--- src/arxcdr_pkg.sv ---
`default_nettype none
package arxcdr_pkg;

    // ****************************************************************
    // Sampling constants
    // ****************************************************************
    localparam int SAMPLES_NORMAL = 16;
    localparam int SAMPLES_DOUBLE = 8;
    localparam logic [3:0] VOTE_FIRST_NORMAL = 4'h8;
    localparam logic [3:0] VOTE_FIRST_DOUBLE = 4'h4;
    localparam int BITS_MIN = 5;
    localparam int BITS_MAX = 10;
    localparam int FIFO_DEPTH_DEF = 16;
    localparam logic [15:0] DIVISOR_RESET = 16'h0000;
    localparam int CLK_HZ = 10_000_000;

    // ****************************************************************
    // Received frame carrier
    // ****************************************************************
    typedef struct packed {
        logic [9:0] bits;
        logic frame_error_flag;
    } arxcdr_frame_s;

endpackage : arxcdr_pkg
`default_nettype wire

--- src/arxcdr_rx.sv ---
`timescale 1ns/10ps
`default_nettype none
// Function
// Sixteen samples per bit, eight in double speed
// Falling edge while idle starts detection
// Start judged on samples 8-10 or 4-6
// Majority high start is noise, rejected
// Resynchronise phase on every valid start
// Per-bit state counter, sixteen or eight states
// Bit value is majority of centre samples
// Recover data, parity, first stop only
// Zero first stop sets frame error
// Next start accepted right after stop vote
// Data plus parity bits five to ten
// Remote rate error about two percent normal
// Remote rate error about 1.5 percent double
// Double speed halves oversampling divisor, async only
// Line passes two-stage synchroniser first
// Samples taken on baud generator tick

// ********************************************************************
// Frame FIFO
// ********************************************************************
module arxcdr_fifo #(
    parameter int WIDTH = 11,
    parameter int DEPTH = 16
) (
    // Clock and reset
    input wire logic clk_i,
    input wire logic rst_i,
    input wire logic ce_i,
    // Fill side
    input wire logic in_valid_i,
    output logic in_ready_o,
    input wire logic [WIDTH-1:0] in_data_i,
    // Drain side
    output logic out_valid_o,
    input wire logic out_ready_i,
    output logic [WIDTH-1:0] out_data_o
);
    localparam int AW = $clog2(DEPTH);

    // Refuse depths the wrapping pointers cannot serve
    if (DEPTH < 2 || (1 << AW) != DEPTH || WIDTH < 1)
    begin : g_bad_depth
        $error("DEPTH must be a power of two");
    end

    logic [WIDTH-1:0] mem [DEPTH];
    logic [AW:0] wr_ptr, rd_ptr, next_wr_ptr, next_rd_ptr;
    logic push, pop;

    // Flags and pointers
    always_comb
    begin
        in_ready_o = (wr_ptr - rd_ptr) != (AW+1)'(DEPTH);
        out_valid_o = wr_ptr != rd_ptr;
        push = in_valid_i && in_ready_o;
        pop = out_valid_o && out_ready_i;
        next_wr_ptr = wr_ptr + (AW+1)'(push);
        next_rd_ptr = rd_ptr + (AW+1)'(pop);
    end

    // Storage and pointer registers, output read straight from storage
    always_ff @(posedge clk_i)
    begin
        if (rst_i)
        begin
            wr_ptr <= '0;
            rd_ptr <= '0;
        end
        else if (ce_i)
        begin
            wr_ptr <= next_wr_ptr;
            rd_ptr <= next_rd_ptr;
            if (push)
                mem[wr_ptr[AW-1:0]] <= in_data_i;
        end
    end

    assign out_data_o = mem[rd_ptr[AW-1:0]];
endmodule : arxcdr_fifo

// ********************************************************************
// Receiver clock and data recovery
// ********************************************************************
module arxcdr_rx #(
    parameter int FIFO_DEPTH = arxcdr_pkg::FIFO_DEPTH_DEF
) (
    // Clock, reset, enable
    input wire logic clk_i,
    input wire logic rst_i,
    input wire logic ce_i,
    // Configuration
    input wire logic double_speed_select_i,
    input wire logic [15:0] baud_divisor_value_i,
    input wire logic [3:0] frame_bits_i,
    // Serial line
    input wire logic serial_in_line_i,
    // Frame output
    output logic frame_valid_o,
    input wire logic frame_ready_i,
    output logic [9:0] frame_data_o,
    output logic frame_error_flag_o,
    output logic overrun_o
);
    // Refuse a buffer too shallow to decouple the reader
    if (FIFO_DEPTH < 2)
    begin : g_bad_fifo
        $error("FIFO_DEPTH too small");
    end

    typedef enum logic [1:0] {ARX_IDLE, ARX_START, ARX_DATA, ARX_STOP}
        arxcdr_state_e;

    // Majority of three samples
    function automatic logic vote3(input logic [2:0] s);
        vote3 = (s[0] & s[1]) | (s[0] & s[2]) | (s[1] & s[2]);
    endfunction : vote3

    logic sync1, sync2, prev_line;
    logic [15:0] div_cnt, next_div_cnt;
    logic tick;
    arxcdr_state_e state, next_state;
    logic [3:0] phase, next_phase;
    logic [3:0] bit_idx, next_bit_idx;
    logic [2:0] votes, next_votes;
    logic [9:0] shreg, next_shreg;
    logic push, push_fe, next_push, next_push_fe, next_overrun;
    logic fifo_ready;
    logic [3:0] last_ph, vfirst;
    arxcdr_pkg::arxcdr_frame_s fin, fout;

    // Two-stage synchroniser; edge history is registered with the state
    always_ff @(posedge clk_i)
    begin
        if (rst_i)
        begin
            sync1 <= 1'b1;
            sync2 <= 1'b1;
        end
        else if (ce_i)
        begin
            sync1 <= serial_in_line_i;
            sync2 <= sync1;
        end
    end

    // Oversampling tick generator, divisor plus one clocks per sample
    always_comb
    begin
        tick = div_cnt == 16'h0000;
        next_div_cnt = tick ? baud_divisor_value_i : div_cnt - 16'h0001;
    end

    // Mode dependent phase limits
    always_comb
    begin
        last_ph = double_speed_select_i ? 4'(arxcdr_pkg::SAMPLES_DOUBLE - 1)
                                        : 4'(arxcdr_pkg::SAMPLES_NORMAL - 1);
        vfirst = double_speed_select_i ? arxcdr_pkg::VOTE_FIRST_DOUBLE
                                       : arxcdr_pkg::VOTE_FIRST_NORMAL;
    end

    // Recovery state machine
    always_comb
    begin
        next_state = state;
        next_phase = phase;
        next_bit_idx = bit_idx;
        next_votes = votes;
        next_shreg = shreg;
        next_push = 1'b0;
        next_push_fe = push_fe;
        next_overrun = overrun_o;
        if (push)
            next_overrun = !fifo_ready;
        if (tick)
        begin
            case (state)
                ARX_IDLE:
                begin
                    if (prev_line && !sync2)
                    begin
                        next_state = ARX_START;
                        // This tick is sample one, the next is sample two
                        next_phase = 4'h2;
                        next_votes = 3'h0;
                    end
                end
                ARX_START:
                begin
                    next_phase = phase + 4'h1;
                    if (phase >= vfirst && phase <= vfirst + 4'h2)
                        next_votes = {votes[1:0], sync2};
                    if (phase == vfirst + 4'h2)
                    begin
                        if (vote3({votes[1:0], sync2}))
                            next_state = ARX_IDLE;
                        else
                        begin
                            next_state = ARX_DATA;
                            next_bit_idx = 4'h0;
                        end
                    end
                end
                ARX_DATA, ARX_STOP:
                begin
                    // Phase counts through one bit period
                    next_phase = (phase == last_ph) ? 4'h0 : phase + 4'h1;
                    if (phase >= vfirst && phase <= vfirst + 4'h2)
                        next_votes = {votes[1:0], sync2};
                    if (phase == vfirst + 4'h2)
                    begin
                        if (state == ARX_DATA)
                        begin
                            next_shreg = {vote3({votes[1:0], sync2}), shreg[9:1]};
                            next_bit_idx = bit_idx + 4'h1;
                            if (bit_idx + 4'h1 == frame_bits_i)
                                next_state = ARX_STOP;
                        end
                        else
                        begin
                            next_push_fe = !vote3({votes[1:0], sync2});
                            next_push = 1'b1;
                            next_state = ARX_IDLE;
                        end
                    end
                end
                default: next_state = ARX_IDLE;
            endcase
        end
    end

    // State registers
    always_ff @(posedge clk_i)
    begin
        if (rst_i)
        begin
            div_cnt <= arxcdr_pkg::DIVISOR_RESET;
            prev_line <= 1'b1;
            state <= ARX_IDLE;
            phase <= 4'h0;
            bit_idx <= 4'h0;
            votes <= 3'h0;
            shreg <= 10'h000;
            push <= 1'b0;
            push_fe <= 1'b0;
            overrun_o <= 1'b0;
        end
        else if (ce_i)
        begin
            div_cnt <= next_div_cnt;
            if (tick)
                prev_line <= sync2;
            state <= next_state;
            phase <= next_phase;
            bit_idx <= next_bit_idx;
            votes <= next_votes;
            shreg <= next_shreg;
            push <= next_push;
            push_fe <= next_push_fe;
            overrun_o <= next_overrun;
        end
    end

    // Right-justify the frame into the low bits
    always_comb
    begin
        fin.bits = shreg >> (4'd10 - frame_bits_i);
        fin.frame_error_flag = push_fe;
    end

    arxcdr_fifo #(
        .WIDTH(11),
        .DEPTH(FIFO_DEPTH)
    ) u_fifo (
        .clk_i(clk_i),
        .rst_i(rst_i),
        .ce_i(ce_i),
        .in_valid_i(push),
        .in_ready_o(fifo_ready),
        .in_data_i(fin),
        .out_valid_o(frame_valid_o),
        .out_ready_i(frame_ready_i),
        .out_data_o(fout)
    );

    assign frame_data_o = fout.bits;
    assign frame_error_flag_o = fout.frame_error_flag;
endmodule : arxcdr_rx
`default_nettype wire

--- config.mk ---
export PLATFORM = sky130hd
export DESIGN_NAME = arxcdr_rx
export DESIGN_NICKNAME = d
export VERILOG_FILES = /design/src/arxcdr_pkg.sv /design/src/arxcdr_rx.sv
export SDC_FILE = /design/constraint.sdc
export NUM_CORES = 1
export LEC_CHECK = 0
export BUFFER_PORTS_ARGS = -buffer_cell sky130_fd_sc_hd__buf_2
export CORE_MARGIN = 3
export CORE_UTILIZATION = 48
export DETAILED_ROUTE_END_ITERATION = 10
export SLEW_MARGIN = 20
export SYNTH_ARGS = -nofsm -noshare
export SYNTH_HDL_FRONTEND = slang
export SYNTH_SLANG_ARGS = --single-unit
--- constraint.sdc ---
create_clock -name clk_i -period 5 [get_ports clk_i]
set_input_delay 1 -clock clk_i [delete_from_list [all_inputs] [get_ports clk_i]]
set_output_delay 1 -clock clk_i [all_outputs]
set_load 0.03 [all_outputs]
# Word level (Yosys, flattened, before mapping)

Memories as Yosys holds them, arrays and structs flattened. A register that Yosys moved wholly into a read port is not among the register bits.
Index checks and enable logic that the tools add are counted.

RAM bits: 176
Bits in latches: 0
Output and inout bits: 13
Input bits: 26
ROM bits: 0
Word-level logic and storage cells: 98
Memories: 1
Flip-flop bits (word level): 54

Reduce and logical (&&, ||, !) cells: 20
Div/mod/pow operators: 0
Equality and inequality tests: 15
Mux-type cells: 31
Order comparisons: 2
Add/sub/neg operators: 8
Multiply operators: 0
Shift operators: 1
Bitwise gates (word level): 6

Memories:

| name       | words | width | read ports | clocked after memory_dff | write ports | line            | RTL |
|---|---|---|---|---|---|---|---|
| u_fifo.mem | 16    | 11    | 1          | 1                        | 1           | arxcdr_rx.sv:49 | `logic [WIDTH-1:0] mem [DEPTH];` |

Operators by type and width:

| operator                                            | count |
|---|---|
| two-way mux 4 bit                                   | 10 |
| logical NOT 16 bit                                  | 1 |
| two-way mux 16 bit                                  | 1 |
| two-way mux 2 bit                                   | 8 |
| subtractor 16 x 1 -> 16 bit (second input constant) | 1 |
| == test 4 bit                                       | 3 |
| case mux 4 bit (3 select lines)                     | 1 |
| adder 5 x 1 -> 5 bit                                | 2 |
| inequality test 2 bit (second input constant)       | 5 |
| AND reduction 5 bit                                 | 2 |
| >> shifter 10 x 4 -> 10 bit                         | 1 |
| adder 4 x 1 -> 4 bit (second input constant)        | 2 |
| two-way mux 1 bit                                   | 8 |
| case mux 4 bit (2 select lines)                     | 1 |
| AND reduction 7 bit                                 | 1 |
| case mux 2 bit (3 select lines)                     | 1 |
| AND reduction 6 bit                                 | 1 |
| inequality test 5 bit                               | 1 |
| inequality test 5 bit (second input constant)       | 1 |
| subtractor 5 bit                                    | 1 |
| adder 4 x 2 -> 4 bit (second input constant)        | 1 |
| == test 2 bit (second input constant)               | 2 |
| >= comparator 4 bit                                 | 1 |
| <= comparator 4 bit                                 | 1 |
| 17 further kinds                                    | 26 |

# Depth between registers and ports, before layout

Gate-level depths: netlist of the first run.

Depth in word-level cells: 7
Depth in mapped cells: 12
Gate-level depth less buffers: 12

# By module

From an unflattened synthesis of the first run, not the netlist that was laid out.

Cell total of the unflattened synthesis: 701
Area total of the unflattened synthesis: 10488.8 um^2

Modules (own cells, without submodules):

| module      | instances | area each (um^2) | cells an instance | sequential area each (um^2) |
|---|---|---|---|---|
| arxcdr_fifo | 1         | 7638.6           | 350               | 5565.3 |
| arxcdr_rx   | 1         | 2850.2           | 351               | 880.8 |

# Least setup slack after synthesis of the first run

Ideal clock, no wire load.

Path kind: reg2out
Start: register (tool-made name)
End: output port frame_data_o[0]
Required time: 4000 ps
Arrival: 2309 ps
Path buffers: 2
Path slack: 1691 ps
Cell stages (with the launch flop): 5
Cells stage by stage: dfxtp_1 -> clkbuf_1 -> buf_1 -> mux4_2 -> mux4_2

RTL lines:

| what      | line             | RTL |
|---|---|---|
| to (decl) | arxcdr_rx.sv:103 | `output logic [9:0] frame_data_o,` |

==> reports/qor.yml, run 1 <==
cells_and_area:
  mostFrequentLayoutCell: "sky130_fd_sc_hd__edfxtp_1"
  stdcell_count: 1041
  final_nets: 803
  fraction_of_final_layout_cells_sized_beyond_drive_strength_1_pct: 25.0
  area_delta_synth_final_pct: 14.3
  core_util_final_pct: 56.8
  antenna_cells: 0
  postLayoutCellArea_um2: 11700
  layout_common_cells: "sky130_fd_sc_hd__edfxtp_1, sky130_fd_sc_hd__mux4_2, sky130_fd_sc_hd__dfxtp_1"
yosys:
  synth-seq-cells: 234
  async_s_r_ff_share_synth_pct: 0
  syn_area_per_cell_um2: 14.7
  ys_types: 60
  mapped_cell_area_um2: 10300
  synth_fp_nets: 746
  main_flop_type_after_synthesis: "sky130_fd_sc_hd__edfxtp_1"
  yosys_warnings: 0
  syn_inst: 697
  seq_total_area_yosys_pct: 62.9
  synth-edff-count: 176
clock_tree:
  cts_max_level: 1
  hold_buffers: 0
  clock_tree.root_cell: "sky130_fd_sc_hd__clkbuf_16"
  clock_transition_at_the_registers_of_the_reported_paths_ns: 0.06
  cts_post_setup_buffers_inserted: 0
  cts-root-to-sink-buffers: 3
  cts_inserted_buffers: 25
  cts_resized: 0
  clk_lat_worst_skew_ns: 0.51
  tritoncts: "done"
  clkSinkCount: 234
drt:
  drt_pre_antenna_iters: 5
  postRouteAntennaNets: 0
  met1_length_um: 9260
  vias: 6140
  routed_wire_length_per_instance_um: 20.9
  met2_wirelength_um: 11000
  detailedRoute.firstIterationViolations: 391
  drc: 0
  highest-signal-layer: "met4"
  drt_wl_total_um: 21700
  vias_per_cell: 5.90
  detailroute.wirelength.met3_um: 1010
worst_setup_path:
  critical_path_class: "reg -> out"
  worst-path-max-fanout: 21
  worstRegToRegCells: 12
  start_kind: "flip-flop"
  cp.required_ns: 4.00
  setup.worst_path.end_class: "output pin"
  timing.critical_path.arrival_ns: 2.93
global_route:
  antenna_found_initial: 0
  first_global_vias: 6193
  wire_length_of_the_first_global_routing_pass_um: 34200
  gr-usage-all-layers_pct: 18.6
  largest_net_degree_at_the_start_of_global_routing: 47
  grt_overflow: 0
sta:
  hold_violations_final: 0
  fin_crit_ns: 3.93
  fin_crit_sh_pct: 78.6
  setup_viol: 0
  finalClockSkew_ns: 0.00726
  max_slew_margin_pct: 30.6
  max_clock_freq_mhz: 255
  slew_viol_final: 0
  timing.setup.tns_ns: 0
  grt_setup_unrepaired: "false"
  worst_slew_pin_slew_ns: 1.04
hold_path:
  worstHoldPathType: "reg -> reg"
  timing.hold.worst_path_depth: 2
pwr:
  sequential_fraction_of_design_power_pct: 48.6
  p_clk_share_pct: 38.2
  p_int_uw: 3360
  net_switching_power_of_the_design_uw: 1150
  comb_power_share_pct: 13.1
  p_leak_uw: 0.00361
  power.ir.vdd_worst_mv: 0.353
  power_density_nw_per_um2: 385
  swShare_pct: 25.5
placement:
  place_hpwl_um: 14100
  globalplace.congestion: 0.793
  dpl-instance-area_um2: 10900
  io_buffer_count: 38
  place.detailed.instances: 997
die:
  rows: 52
  design.portCount: 39
  core_region_area_um2: 20600
  chipWidth_um: 152
  dieArea_um2: 23100
  start_util_pct: 49.7
  dieHeight_um: 152
job:
  drv_cap: 0
status:
  status: "completed"
-- worst max-delay path, stage by stage, from the launching register on --
cell and delay [ns]:
sky130_fd_sc_hd__dfxtp_2 0.82, sky130_fd_sc_hd__buf_4 0.34, sky130_fd_sc_hd__mux4_2 0.52, sky130_fd_sc_hd__mux4_2 0.52
sky130_fd_sc_hd__buf_2 0.20
-- routing by layer --
layer	up-vias	global-route usage, %
met5	-	0
met4	0	5.09
met3	38	2.30
met2	170	32.5
met1	3090	24.7
li1	2842	-
-- power groups by stage --
stage,clock [uW],combinational (uW),sequential [uW]
floorplan,0,461,2210
global placement,0,572,2230
detailed placement,0,588,2230
CTS,1770,591,2190
global route,1840,666,2200
finish,1730,593,2190
-- state kept, by name, summed over array words and instances, names as in the netlist, named ones only --
name,cells
overrun_o,1
sync1,1
push,1
u_fifo.rd_ptr,5
phase,4
push_fe,1
votes,2
u_fifo.mem,176
bit_idx,4
u_fifo.wr_ptr,5
sync2,1
state,1
shreg,10
div_cnt,16
prev_line,1
-- worst paths after layout --
path,startpoint,end,slack [ns]
worst min-delay path,sync1,sync1,0.47
worst max register to register,u_fifo.wr_ptr[1],u_fifo.wr_ptr[4],1.95
worst min register to register,sync1,sync1,0.47
worst max-delay path,flip-flop,frame_data_o[7],1.07
-- stage by stage --
step | total power, uW | setup WS, ns | hold WS [ns]
after floorplan | 2680 | 1.69 | 0.442
after global placement | 2800 | 1.56 | 0.456
after detailed placement | 2820 | 1.48 | 0.463
after CTS | 4550 | 0.982 | 0.478
after global routing | 4710 | 0.881 | 0.490
final | 4510 | 1.07 | 0.473
-- cells in the mapped netlist (9+ instances only) --
cell type	instances	share of area [%]
sky130_fd_sc_hd__a21oi_1	29	1.4
sky130_fd_sc_hd__nand2_1	31	1.1
sky130_fd_sc_hd__nor4_1	9	0.55
sky130_fd_sc_hd__a211oi_1	11	0.81
sky130_fd_sc_hd__ha_1	23	2.8
sky130_fd_sc_hd__inv_1	18	0.66
sky130_fd_sc_hd__nor2b_1	10	0.61
sky130_fd_sc_hd__buf_1	11	0.40
sky130_fd_sc_hd__o21ai_0	21	1.0
sky130_fd_sc_hd__nand3_1	20	0.98
sky130_fd_sc_hd__clkbuf_1	19	0.70
sky130_fd_sc_hd__edfxtp_1	176	52
sky130_fd_sc_hd__nor2_1	51	1.9
sky130_fd_sc_hd__dfxtp_1	58	11
sky130_fd_sc_hd__xor2_1	10	0.85
sky130_fd_sc_hd__mux2i_1	27	2.6
sky130_fd_sc_hd__nor3_1	25	1.2
sky130_fd_sc_hd__mux4_2	57	13
-- layout make-up --
class / count / area (um2)
clock inverter: 17 / 136
fill: 1629 / 8910
inverter: 18 / 67.6
timing repair buffer: 65 / 393
sequential: 234 / 6450
clock buffer: 27 / 633
tap: 270 / 338
multi-input combinational: 410 / 3700
-- cell families after synthesis --
family                     after synthesis  share of synthesized area [%]
DFF                                    234                           62.9
adders and majority gates               24                           2.90
buffers and inverters                   53                           2.00
xor gates and xnor gates                18                           1.54
AOI/OAI and AO/OA                       89                           5.42
muxes                                   88                           15.6
and+or+nand+nor                        191                           9.65
(Power assumes the default switching activity.)
==> run 2: changes to the inputs <==
--- a/config.mk
+++ b/config.mk
@@ -5,6 +5,7 @@
 export SDC_FILE = /design/constraint.sdc
 export NUM_CORES = 1
 export LEC_CHECK = 0
+export ABC_AREA = 1
 export BUFFER_PORTS_ARGS = -buffer_cell sky130_fd_sc_hd__buf_2
 export CORE_MARGIN = 3
 export CORE_UTILIZATION = 48
==> constraint.sdc (replaced) <==
create_clock -name clk_i -period 3.9 [get_ports clk_i]
set_input_delay 0.78 -clock clk_i [delete_from_list [all_inputs] [get_ports clk_i]]
set_output_delay 0.78 -clock clk_i [all_outputs]
set_load 0.03 [all_outputs]
==> reports/qor.yml, run 2 <==
status:
  status: "completed"  # unchanged
cells_and_area:
  antenna_cells: 0  # unchanged
  final_nets: 1155  # was 803
  layout_common_cells: "sky130_fd_sc_hd__edfxtp_1, sky130_fd_sc_hd__nand2_1, sky130_fd_sc_hd__inv_1"  # was sky130_fd_sc_hd__edfxtp_1, sky130_fd_sc_hd__mux4_2, sky130_fd_sc_hd__dfxtp_1
  largest_register_ffs: 176  # unchanged
  stdcell_count: 1405  # was 1041
  area_delta_synth_final_pct: 13.5  # was 14.3%
  postLayoutCellArea_um2: 12300  # was 11700 um2
  mostFrequentLayoutCell: "sky130_fd_sc_hd__edfxtp_1"  # unchanged
  fraction_of_final_layout_cells_sized_beyond_drive_strength_1_pct: 12.4  # was 25.0%
sta:
  worst_slew_pin_slew_ns: 1.04  # about the same
  hold_violations_final: 0  # unchanged
  timing.setup.tns_ns: 0  # unchanged
  fin_crit_ns: 3.45
  hold_ws_ns: 0.464  # was 0.473 ns
  max_slew_margin_pct: 30.9  # was 30.6%
  max_clock_freq_mhz: 290
  grt_setup_unrepaired: "false"  # unchanged
  finalClockSkew_ns: 0.0194  # was 0.00726 ns
  fin_crit_sh_pct: 88.3
  setup_viol: 0  # unchanged
  slew_viol_final: 0  # unchanged
yosys:
  mapped_cell_area_um2: 10900  # was 10300 um2
  synth_fp_nets: 1103  # was 746
  async_s_r_ff_share_synth_pct: 0  # unchanged
  synth-edff-count: 176  # unchanged
  synth.top_cells.by_count: "sky130_fd_sc_hd__edfxtp_1, sky130_fd_sc_hd__nand2_1, sky130_fd_sc_hd__inv_1"  # was sky130_fd_sc_hd__edfxtp_1, sky130_fd_sc_hd__dfxtp_1, sky130_fd_sc_hd__mux4_2
  synth_top_area_share_pct: 48.6  # was 51.6%
  syn_area_per_cell_um2: 10.3  # was 14.7 um2
  syn_inst: 1054  # was 697
  ys_types: 43  # was 60
  synth-seq-cells: 234  # unchanged
  main_flop_type_after_synthesis: "sky130_fd_sc_hd__edfxtp_1"  # unchanged
  synth_most_common_cell: "sky130_fd_sc_hd__edfxtp_1"  # unchanged
  yosys_warnings: 0  # unchanged
  yosysTopAreaCell: "sky130_fd_sc_hd__edfxtp_1"  # unchanged
  post_synth_main_area_contributors: "sky130_fd_sc_hd__edfxtp_1, sky130_fd_sc_hd__dfxtp_1, sky130_fd_sc_hd__o21ai_0, sky130_fd_sc_hd__nand2_1, sky130_fd_sc_hd__mux2i_1"  # was sky130_fd_sc_hd__edfxtp_1, sky130_fd_sc_hd__mux4_2, sky130_fd_sc_hd__dfxtp_1, sky130_fd_sc_hd__ha_1, sky130_fd_sc_hd__mux2i_1
  seq_total_area_yosys_pct: 59.3  # was 62.9%
drt:
  drt_wl_total_um: 24700  # was 21700 um
  drt_pre_antenna_iters: 5  # unchanged
  routed_wire_length_per_instance_um: 17.6  # was 20.9 um
  vias_per_cell: 5.33  # was 5.90
  postRouteAntennaNets: 0  # unchanged
  vias: 7484  # was 6140
  drc: 0  # unchanged
  detailedRoute.firstIterationViolations: 544  # was 391
worst_setup_path:
  timing.critical_path.max_delay_family: "buffers and inverters"  # was multiplexers
  worst-r2r-setup-slack_ns: 1.19  # was 1.95 ns
  timing.critical_path.arrival_ns: 2.67  # was 2.93 ns
  setup.worst_path.end_class: "output pin"  # unchanged
  worst-path-max-fanout: 27  # was 21
  path_cells: "clkinv_1, buf_4, o211ai_1, nand3_1, nand2_1, buf_2"  # was buf_4, mux4_2, mux4_2, buf_2
  critical_path_class: "reg -> out"  # unchanged
  regToRegStartpoint: "u_fifo.wr_ptr[1]"  # unchanged
  regToRegEndpoint: "u_fifo.mem[15][7]"  # was u_fifo.wr_ptr[4]
  critical_path_buf_inv_count: 3  # was 2
  worstRegToRegCells: 11  # was 12
  cpPeakStageDelay_ns: 0.68  # was 0.82 ns
  standard_cell_with_the_maximum_stage_delay_on_the_critical_path: "sky130_fd_sc_hd__clkinv_1"  # was sky130_fd_sc_hd__dfxtp_2
  start_kind: "flip-flop"  # unchanged
  cp.required_ns: 3.12  # was 4.00 ns
placement:
  place.detailed.instances: 1358  # was 997
  place_hpwl_um: 15400  # was 14100 um
  dpl-instance-area_um2: 11400  # was 10900 um2
  io_buffer_count: 38  # unchanged
  globalplace.congestion: 0.814  # was 0.793
clock_tree:
  clk_lat_worst_skew_ns: 0.54  # was 0.51 ns
  cts_inserted_buffers: 26  # was 25
  cts_resized: 0  # unchanged
  clock_transition_at_the_registers_of_the_reported_paths_ns: 0.06  # about the same
  clkSinkCount: 234  # unchanged
  cts-root-to-sink-buffers: 3  # unchanged
  cts_post_setup_buffers_inserted: 0  # unchanged
  tritoncts: "done"  # unchanged
  clock_tree.root_cell: "sky130_fd_sc_hd__clkbuf_16"  # unchanged
  cts_max_level: 1  # unchanged
  hold_buffers: 0  # unchanged
global_route:
  gr-usage-all-layers_pct: 20.5  # was 18.6%
  first_global_vias: 7131  # was 6193
  antenna_found_initial: 0  # unchanged
  grt_overflow: 0  # unchanged
  largest_net_degree_at_the_start_of_global_routing: 49  # was 47
  wire_length_of_the_first_global_routing_pass_um: 39200  # was 34200 um
die:
  rows: 54  # was 52
  design.portCount: 39  # unchanged
  dieArea_um2: 24500  # was 23100 um2
  core_region_area_um2: 22000  # was 20600 um2
  start_util_pct: 49.4  # was 49.7%
  chipWidth_um: 156  # was 152 um
  dieHeight_um: 156  # was 152 um
job:
  drv_cap: 0  # unchanged
hold_path:
  worst_min_path_start: "sync1"  # unchanged
  hold-path-endpoint: "sync1"  # unchanged
  worstHoldPathType: "reg -> reg"  # unchanged
  timing.hold.worst_path_depth: 2  # unchanged
pwr:
  p_leak_uw: 0.00469  # was 0.00361 uW
  power.total_uw: 6620  # was 4510 uW
  power.ir.vdd_worst_mv: 0.523  # was 0.353 mV
  power_density_nw_per_um2: 537  # was 385 nW/um2
==> run 2: cell count changes in the layout (fill, tap and decap cells not counted), moves of 16 or more <==
cell                       previous run  this run
sky130_fd_sc_hd__nand3_1             20        52
sky130_fd_sc_hd__mux2i_1             27        47
sky130_fd_sc_hd__o211ai_1             4        49
sky130_fd_sc_hd__inv_1               18       124
sky130_fd_sc_hd__o21ai_0             21       105
sky130_fd_sc_hd__nor3_2              17         1
sky130_fd_sc_hd__nand2_1             31       127
sky130_fd_sc_hd__nor2_1              49        82
sky130_fd_sc_hd__a21oi_1             28        87
sky130_fd_sc_hd__mux4_2              57         0
==> run 2: worst max-delay path by stage <==
| stage | endpoint | slack, ns | cells after the start |
|---|---|---|---|
| 3_5_place_dp | u_fifo.mem[5][2] | 0.79 | 6 |
| 4_1_cts | frame_data_o[7] | 0.37 | 6 |
| 2_1_floorplan | u_fifo.mem[0][5] | 1.15 | 6 |
| 5_1_grt | frame_data_o[3] | 0.22 | 6 |
| 6_report | frame_data_o[7] | 0.45 | 6 |
| 3_3_place_gp | u_fifo.mem[0][5] | 0.85 | 6 |
==> run 2: where the power goes <==
part / switching [uW] / internal (uW)
sequential: 87.6 / 2760
combinational: 814 / 431
clock: 983 / 1550
==> run 2: cell type report <==
class | count | area, um2
Tap cell | 280 | 350
Multi-Input combinational cell | 647 | 3720
Fill cell | 1920 | 9680
Timing Repair Buffer | 68 | 440
Sequential cell | 234 | 6450
Clock inverter | 20 | 239
Clock buffer | 27 | 654
Inverter | 129 | 484
==> run 2: per-layer routing <==
layer  GRT usage [%]  share of wire [%]
met1            27.9                 45
met3            3.01                4.6
met4            4.29                1.5
met2            35.1                 48
met5               0                  0
==> run 2: worst reg2reg max path, cell delays in order, from the launching register on <==
cell and delay [ns]:
sky130_fd_sc_hd__dfxtp_1 0.45, sky130_fd_sc_hd__ha_1 0.29, sky130_fd_sc_hd__nand2_1 0.09, sky130_fd_sc_hd__nand2_1 0.07, sky130_fd_sc_hd__nand2_1 0.09, sky130_fd_sc_hd__nand3_1 0.07, sky130_fd_sc_hd__nand3_1 0.09, sky130_fd_sc_hd__nor3_1 0.07
sky130_fd_sc_hd__nor2_1 0.15, sky130_fd_sc_hd__nand2_1 0.15, sky130_fd_sc_hd__nor2_1 0.54, sky130_fd_sc_hd__buf_4 0.33
==> run 2: kinds of logic after synthesis <==
kind of cell    count (synthesis)  share of synthesized area, %
simple gates                  311                          13.2
xor+xnor                        7                         0.564
mux                            47                          4.33
buf+inv                       173                          6.51
compound gates                259                          13.4
flops                         234                          59.3
fa+ha+maj                      23                          2.65
==> run 2: per-stage QoR <==
stage	setup WS (ns)	util, %
finish	0.455	56.0
detailed placement	0.794	52.0
CTS	0.374	56.0
floorplan	1.15	-
global placement	0.853	52.0
global route	0.224	56.0
==> run 3: changes to the inputs <==
--- a/config.mk
+++ b/config.mk
@@ -13,4 +13,5 @@
 export SLEW_MARGIN = 20
 export SYNTH_ARGS = -nofsm -noshare
 export SYNTH_HDL_FRONTEND = slang
+export SYNTH_HIERARCHICAL = 1
 export SYNTH_SLANG_ARGS = --single-unit
==> reports/qor.yml, run 3 <==
status:
  status: "completed"  # unchanged
clock_tree:
  clock_transition_at_the_registers_of_the_reported_paths_ns: 0.06  # about the same
  clk_lat_worst_skew_ns: 0.51  # was 0.54 ns
  cts_resized: 0  # unchanged
  cts_post_setup_buffers_inserted: 0  # unchanged
  cts-root-to-sink-buffers: 3  # unchanged
  clock_tree.root_cell: "sky130_fd_sc_hd__clkbuf_16"  # unchanged
  cts_max_level: 1  # unchanged
  clkSinkCount: 234  # unchanged
  tritoncts: "done"  # unchanged
  hold_buffers: 0  # unchanged
  cts_inserted_buffers: 26  # unchanged
pwr:
  power_density_nw_per_um2: 529  # was 537 nW/um2
  p_leak_uw: 0.00455  # was 0.00469 uW
  power.ir.vdd_worst_mv: 0.439  # was 0.523 mV
yosys:
  synth_fp_nets: 1146  # was 1103
  synth_most_common_cell: "sky130_fd_sc_hd__nor2_1"  # was sky130_fd_sc_hd__edfxtp_1
  synth_top_area_share_pct: 49.3  # was 48.6%
  ys_types: 46  # was 43
  synth.top_cells.by_count: "sky130_fd_sc_hd__nor2_1, sky130_fd_sc_hd__edfxtp_1, sky130_fd_sc_hd__o21ai_0"  # was sky130_fd_sc_hd__edfxtp_1, sky130_fd_sc_hd__nand2_1, sky130_fd_sc_hd__inv_1
  main_flop_type_after_synthesis: "sky130_fd_sc_hd__edfxtp_1"  # unchanged
  syn_inst: 1097  # was 1054
  synth-seq-cells: 234  # unchanged
  syn_area_per_cell_um2: 9.78  # was 10.3 um2
  async_s_r_ff_share_synth_pct: 0  # unchanged
  yosys_warnings: 6  # was 0
  yosysTopAreaCell: "sky130_fd_sc_hd__edfxtp_1"  # unchanged
  seq_total_area_yosys_pct: 60.1  # was 59.3%
  synth-edff-count: 176  # unchanged
  post_synth_main_area_contributors: "sky130_fd_sc_hd__edfxtp_1, sky130_fd_sc_hd__dfxtp_1, sky130_fd_sc_hd__o21ai_0, sky130_fd_sc_hd__nor2_1, sky130_fd_sc_hd__nand2_1"  # was sky130_fd_sc_hd__edfxtp_1, sky130_fd_sc_hd__dfxtp_1, sky130_fd_sc_hd__o21ai_0, sky130_fd_sc_hd__nand2_1, sky130_fd_sc_hd__mux2i_1
  mapped_cell_area_um2: 10700  # was 10900 um2
sta:
  max_clock_freq_mhz: 294  # was 290 MHz
  hold_violations_final: 0  # unchanged
  finalClockSkew_ns: 0.0162  # was 0.0194 ns
  worst_slew_pin_slew_ns: 0.999  # was 1.04 ns
  setup_viol: 0  # unchanged
  slew_viol_final: 0  # unchanged
  max_slew_margin_pct: 33.4  # was 30.9%
  fin_crit_sh_pct: 87.3  # was 88.3%
  hold_ws_ns: 0.470  # was 0.464 ns
  fin_crit_ns: 3.40  # was 3.45 ns
  grt_setup_unrepaired: "false"  # unchanged
  timing.setup.tns_ns: 0  # unchanged
drt:
  vias_per_cell: 5.45  # was 5.33
  drt_wl_total_um: 24400  # was 24700 um
  routed_wire_length_per_instance_um: 17.0  # was 17.6 um
  detailedRoute.firstIterationViolations: 510  # was 544
  drt_pre_antenna_iters: 5  # unchanged
  vias: 7852  # was 7484
  drc: 0  # unchanged
  postRouteAntennaNets: 0  # unchanged
worst_setup_path:
  timing.critical_path.arrival_ns: 2.62  # was 2.67 ns
  worst-path-max-fanout: 25  # was 27
  regToRegStartpoint: "u_fifo/wr_ptr[2]"  # was u_fifo.wr_ptr[1]
  critical_path_class: "reg -> out"  # unchanged
  start_kind: "flip-flop"  # unchanged
  setup.worst_path.end_class: "output pin"  # unchanged
  cp.required_ns: 3.12  # about the same
  worst-r2r-setup-slack_ns: 1.52  # was 1.19 ns
  worstRegToRegCells: 12  # was 11
  regToRegEndpoint: "u_fifo/wr_ptr[4]"  # was u_fifo.mem[15][7]
placement:
  place.detailed.instances: 1393  # was 1358
  place_hpwl_um: 15200  # was 15400 um
  globalplace.congestion: 0.834  # was 0.814
  io_buffer_count: 38  # unchanged
hold_path:
  worstHoldPathType: "reg -> reg"  # unchanged
  timing.hold.worst_path_depth: 2  # unchanged
  hold-path-endpoint: "votes[1]"  # was sync1
  worst_min_path_start: "votes[1]"  # was sync1
global_route:
  gr-usage-all-layers_pct: 20.4  # was 20.5%
  first_global_vias: 7447  # was 7131
  antenna_found_initial: 0  # unchanged
  largest_net_degree_at_the_start_of_global_routing: 98  # was 49
  wire_length_of_the_first_global_routing_pass_um: 39500  # was 39200 um
  grt_overflow: 0  # unchanged
die:
  start_util_pct: 49.0  # was 49.4%
  core_region_area_um2: 21900  # was 22000 um2
  dieArea_um2: 24200  # was 24500 um2
  design.portCount: 39  # unchanged
  dieHeight_um: 155  # was 156 um
  chipWidth_um: 155  # was 156 um
  rows: 54  # unchanged
cells_and_area:
  mostFrequentLayoutCell: "sky130_fd_sc_hd__nor2_1"  # was sky130_fd_sc_hd__edfxtp_1
  final_nets: 1190  # was 1155
  layout_common_cells: "sky130_fd_sc_hd__nor2_1, sky130_fd_sc_hd__edfxtp_1, sky130_fd_sc_hd__o21ai_0"  # was sky130_fd_sc_hd__edfxtp_1, sky130_fd_sc_hd__nand2_1, sky130_fd_sc_hd__inv_1
  fillers: 1967  # was 1920
  fraction_of_final_layout_cells_sized_beyond_drive_strength_1_pct: 11.3  # was 12.4%
  area_delta_synth_final_pct: 12.8  # was 13.5%
  largest_register_ffs: 176  # unchanged
  stdcell_count: 1441  # was 1405
  antenna_cells: 0  # unchanged
job:
  drv_cap: 0  # unchanged
## run 3: cell types whose count changed in the layout (fill, tap and decap cells not counted), moves of 5 or more
cell / previous run / this run
sky130_fd_sc_hd__o221ai_1: 0 / 14
sky130_fd_sc_hd__mux2i_1: 47 / 0
sky130_fd_sc_hd__nand2_1: 127 / 137
sky130_fd_sc_hd__clkbuf_8: 0 / 7
sky130_fd_sc_hd__a21oi_1: 87 / 54
sky130_fd_sc_hd__bufinv_16: 5 / 0
sky130_fd_sc_hd__nor2_4: 9 / 2
sky130_fd_sc_hd__nor2_1: 82 / 180
sky130_fd_sc_hd__clkinv_1: 10 / 3
sky130_fd_sc_hd__o21ai_0: 105 / 141
sky130_fd_sc_hd__clkbuf_1: 1 / 7
sky130_fd_sc_hd__inv_1: 124 / 94
sky130_fd_sc_hd__o211ai_1: 49 / 35
## run 3: area by class of cell
class                      instances  area (um2)  area share, %
sequential                       234        6450           53.3
multi-input combinational        714        3670           30.4
clock buffer                      41         798           6.60
timing repair buffer              68         428           3.54
inverter                          97         365           3.02
tap                              280         350           2.90
clock inverter                     7        36.3          0.300
## run 3: how the worst max path moves through the flow
stage / depth (start not counted) / slack [ns] / end
floorplan: 6 / 1.27 / u_fifo/mem[0][5]
global placement: 5 / 0.74 / u_fifo/mem[7][2]
detailed placement: 5 / 0.67 / u_fifo/mem[5][2]
CTS: 6 / 0.50 / frame_data_o[4]
global route: 6 / 0.28 / frame_data_o[4]
finish: 6 / 0.50 / frame_data_o[9]
## run 3: per-stage QoR
step                      total power, uW  cell area [um2]  setup slack, ns  utilization, %
final                                6410            12100            0.495            55.3
after detailed placement             4120            11300            0.674            51.4
after CTS                            6450            12100            0.499            55.2
after global routing                 6750            12100            0.279            55.3
after floorplan                      3840            10700             1.27               -
after global placement               4100            11300            0.744            51.4
## run 3: power breakdown
| part | switching (uW) | total [uW] | internal [uW] |
|---|---|---|---|
| Sequential | 91.0 | 2860 | 2770 |
| Combinational | 811 | 1200 | 393 |
| Clock | 938 | 2340 | 1400 |
| Total | 1840 | 6410 | 4560 |
## run 3: per-layer routing
| layer | wire length (um) | global-route usage [%] | share of wire (%) | vias up |
|---|---|---|---|---|
| li1 | - | - | - | 3918 |
| met1 | 11400 | 28.8 | 47 | 3717 |
| met2 | 11200 | 32.8 | 46 | 172 |
| met3 | 1190 | 2.78 | 4.9 | 45 |
| met4 | 655 | 6.42 | 2.7 | 0 |
| met5 | 0 | 0 | 0 | - |
## run 3: worst max-delay path, cell delays in order, from the launching register on
cell                       delay, ns
sky130_fd_sc_hd__dfxtp_2        0.47
sky130_fd_sc_hd__inv_1          0.66
sky130_fd_sc_hd__o21ai_0        0.26
sky130_fd_sc_hd__o221ai_1       0.25
sky130_fd_sc_hd__nand3_1        0.17
sky130_fd_sc_hd__nand2_1        0.10
sky130_fd_sc_hd__buf_2          0.19
## run 3: cells by family (layout without fill, tap and decap cells)
kind of cell	after synthesis	after routing	share of synthesized area, %
buffers and inverters	149	213	5.76
xor gates and xnor gates	7	7	0.572
adders and majority gates	23	23	2.68
and+or+nand+nor	411	411	16.3
AOI/OAI and AO/OA	273	273	14.6
DFF	234	234	60.1
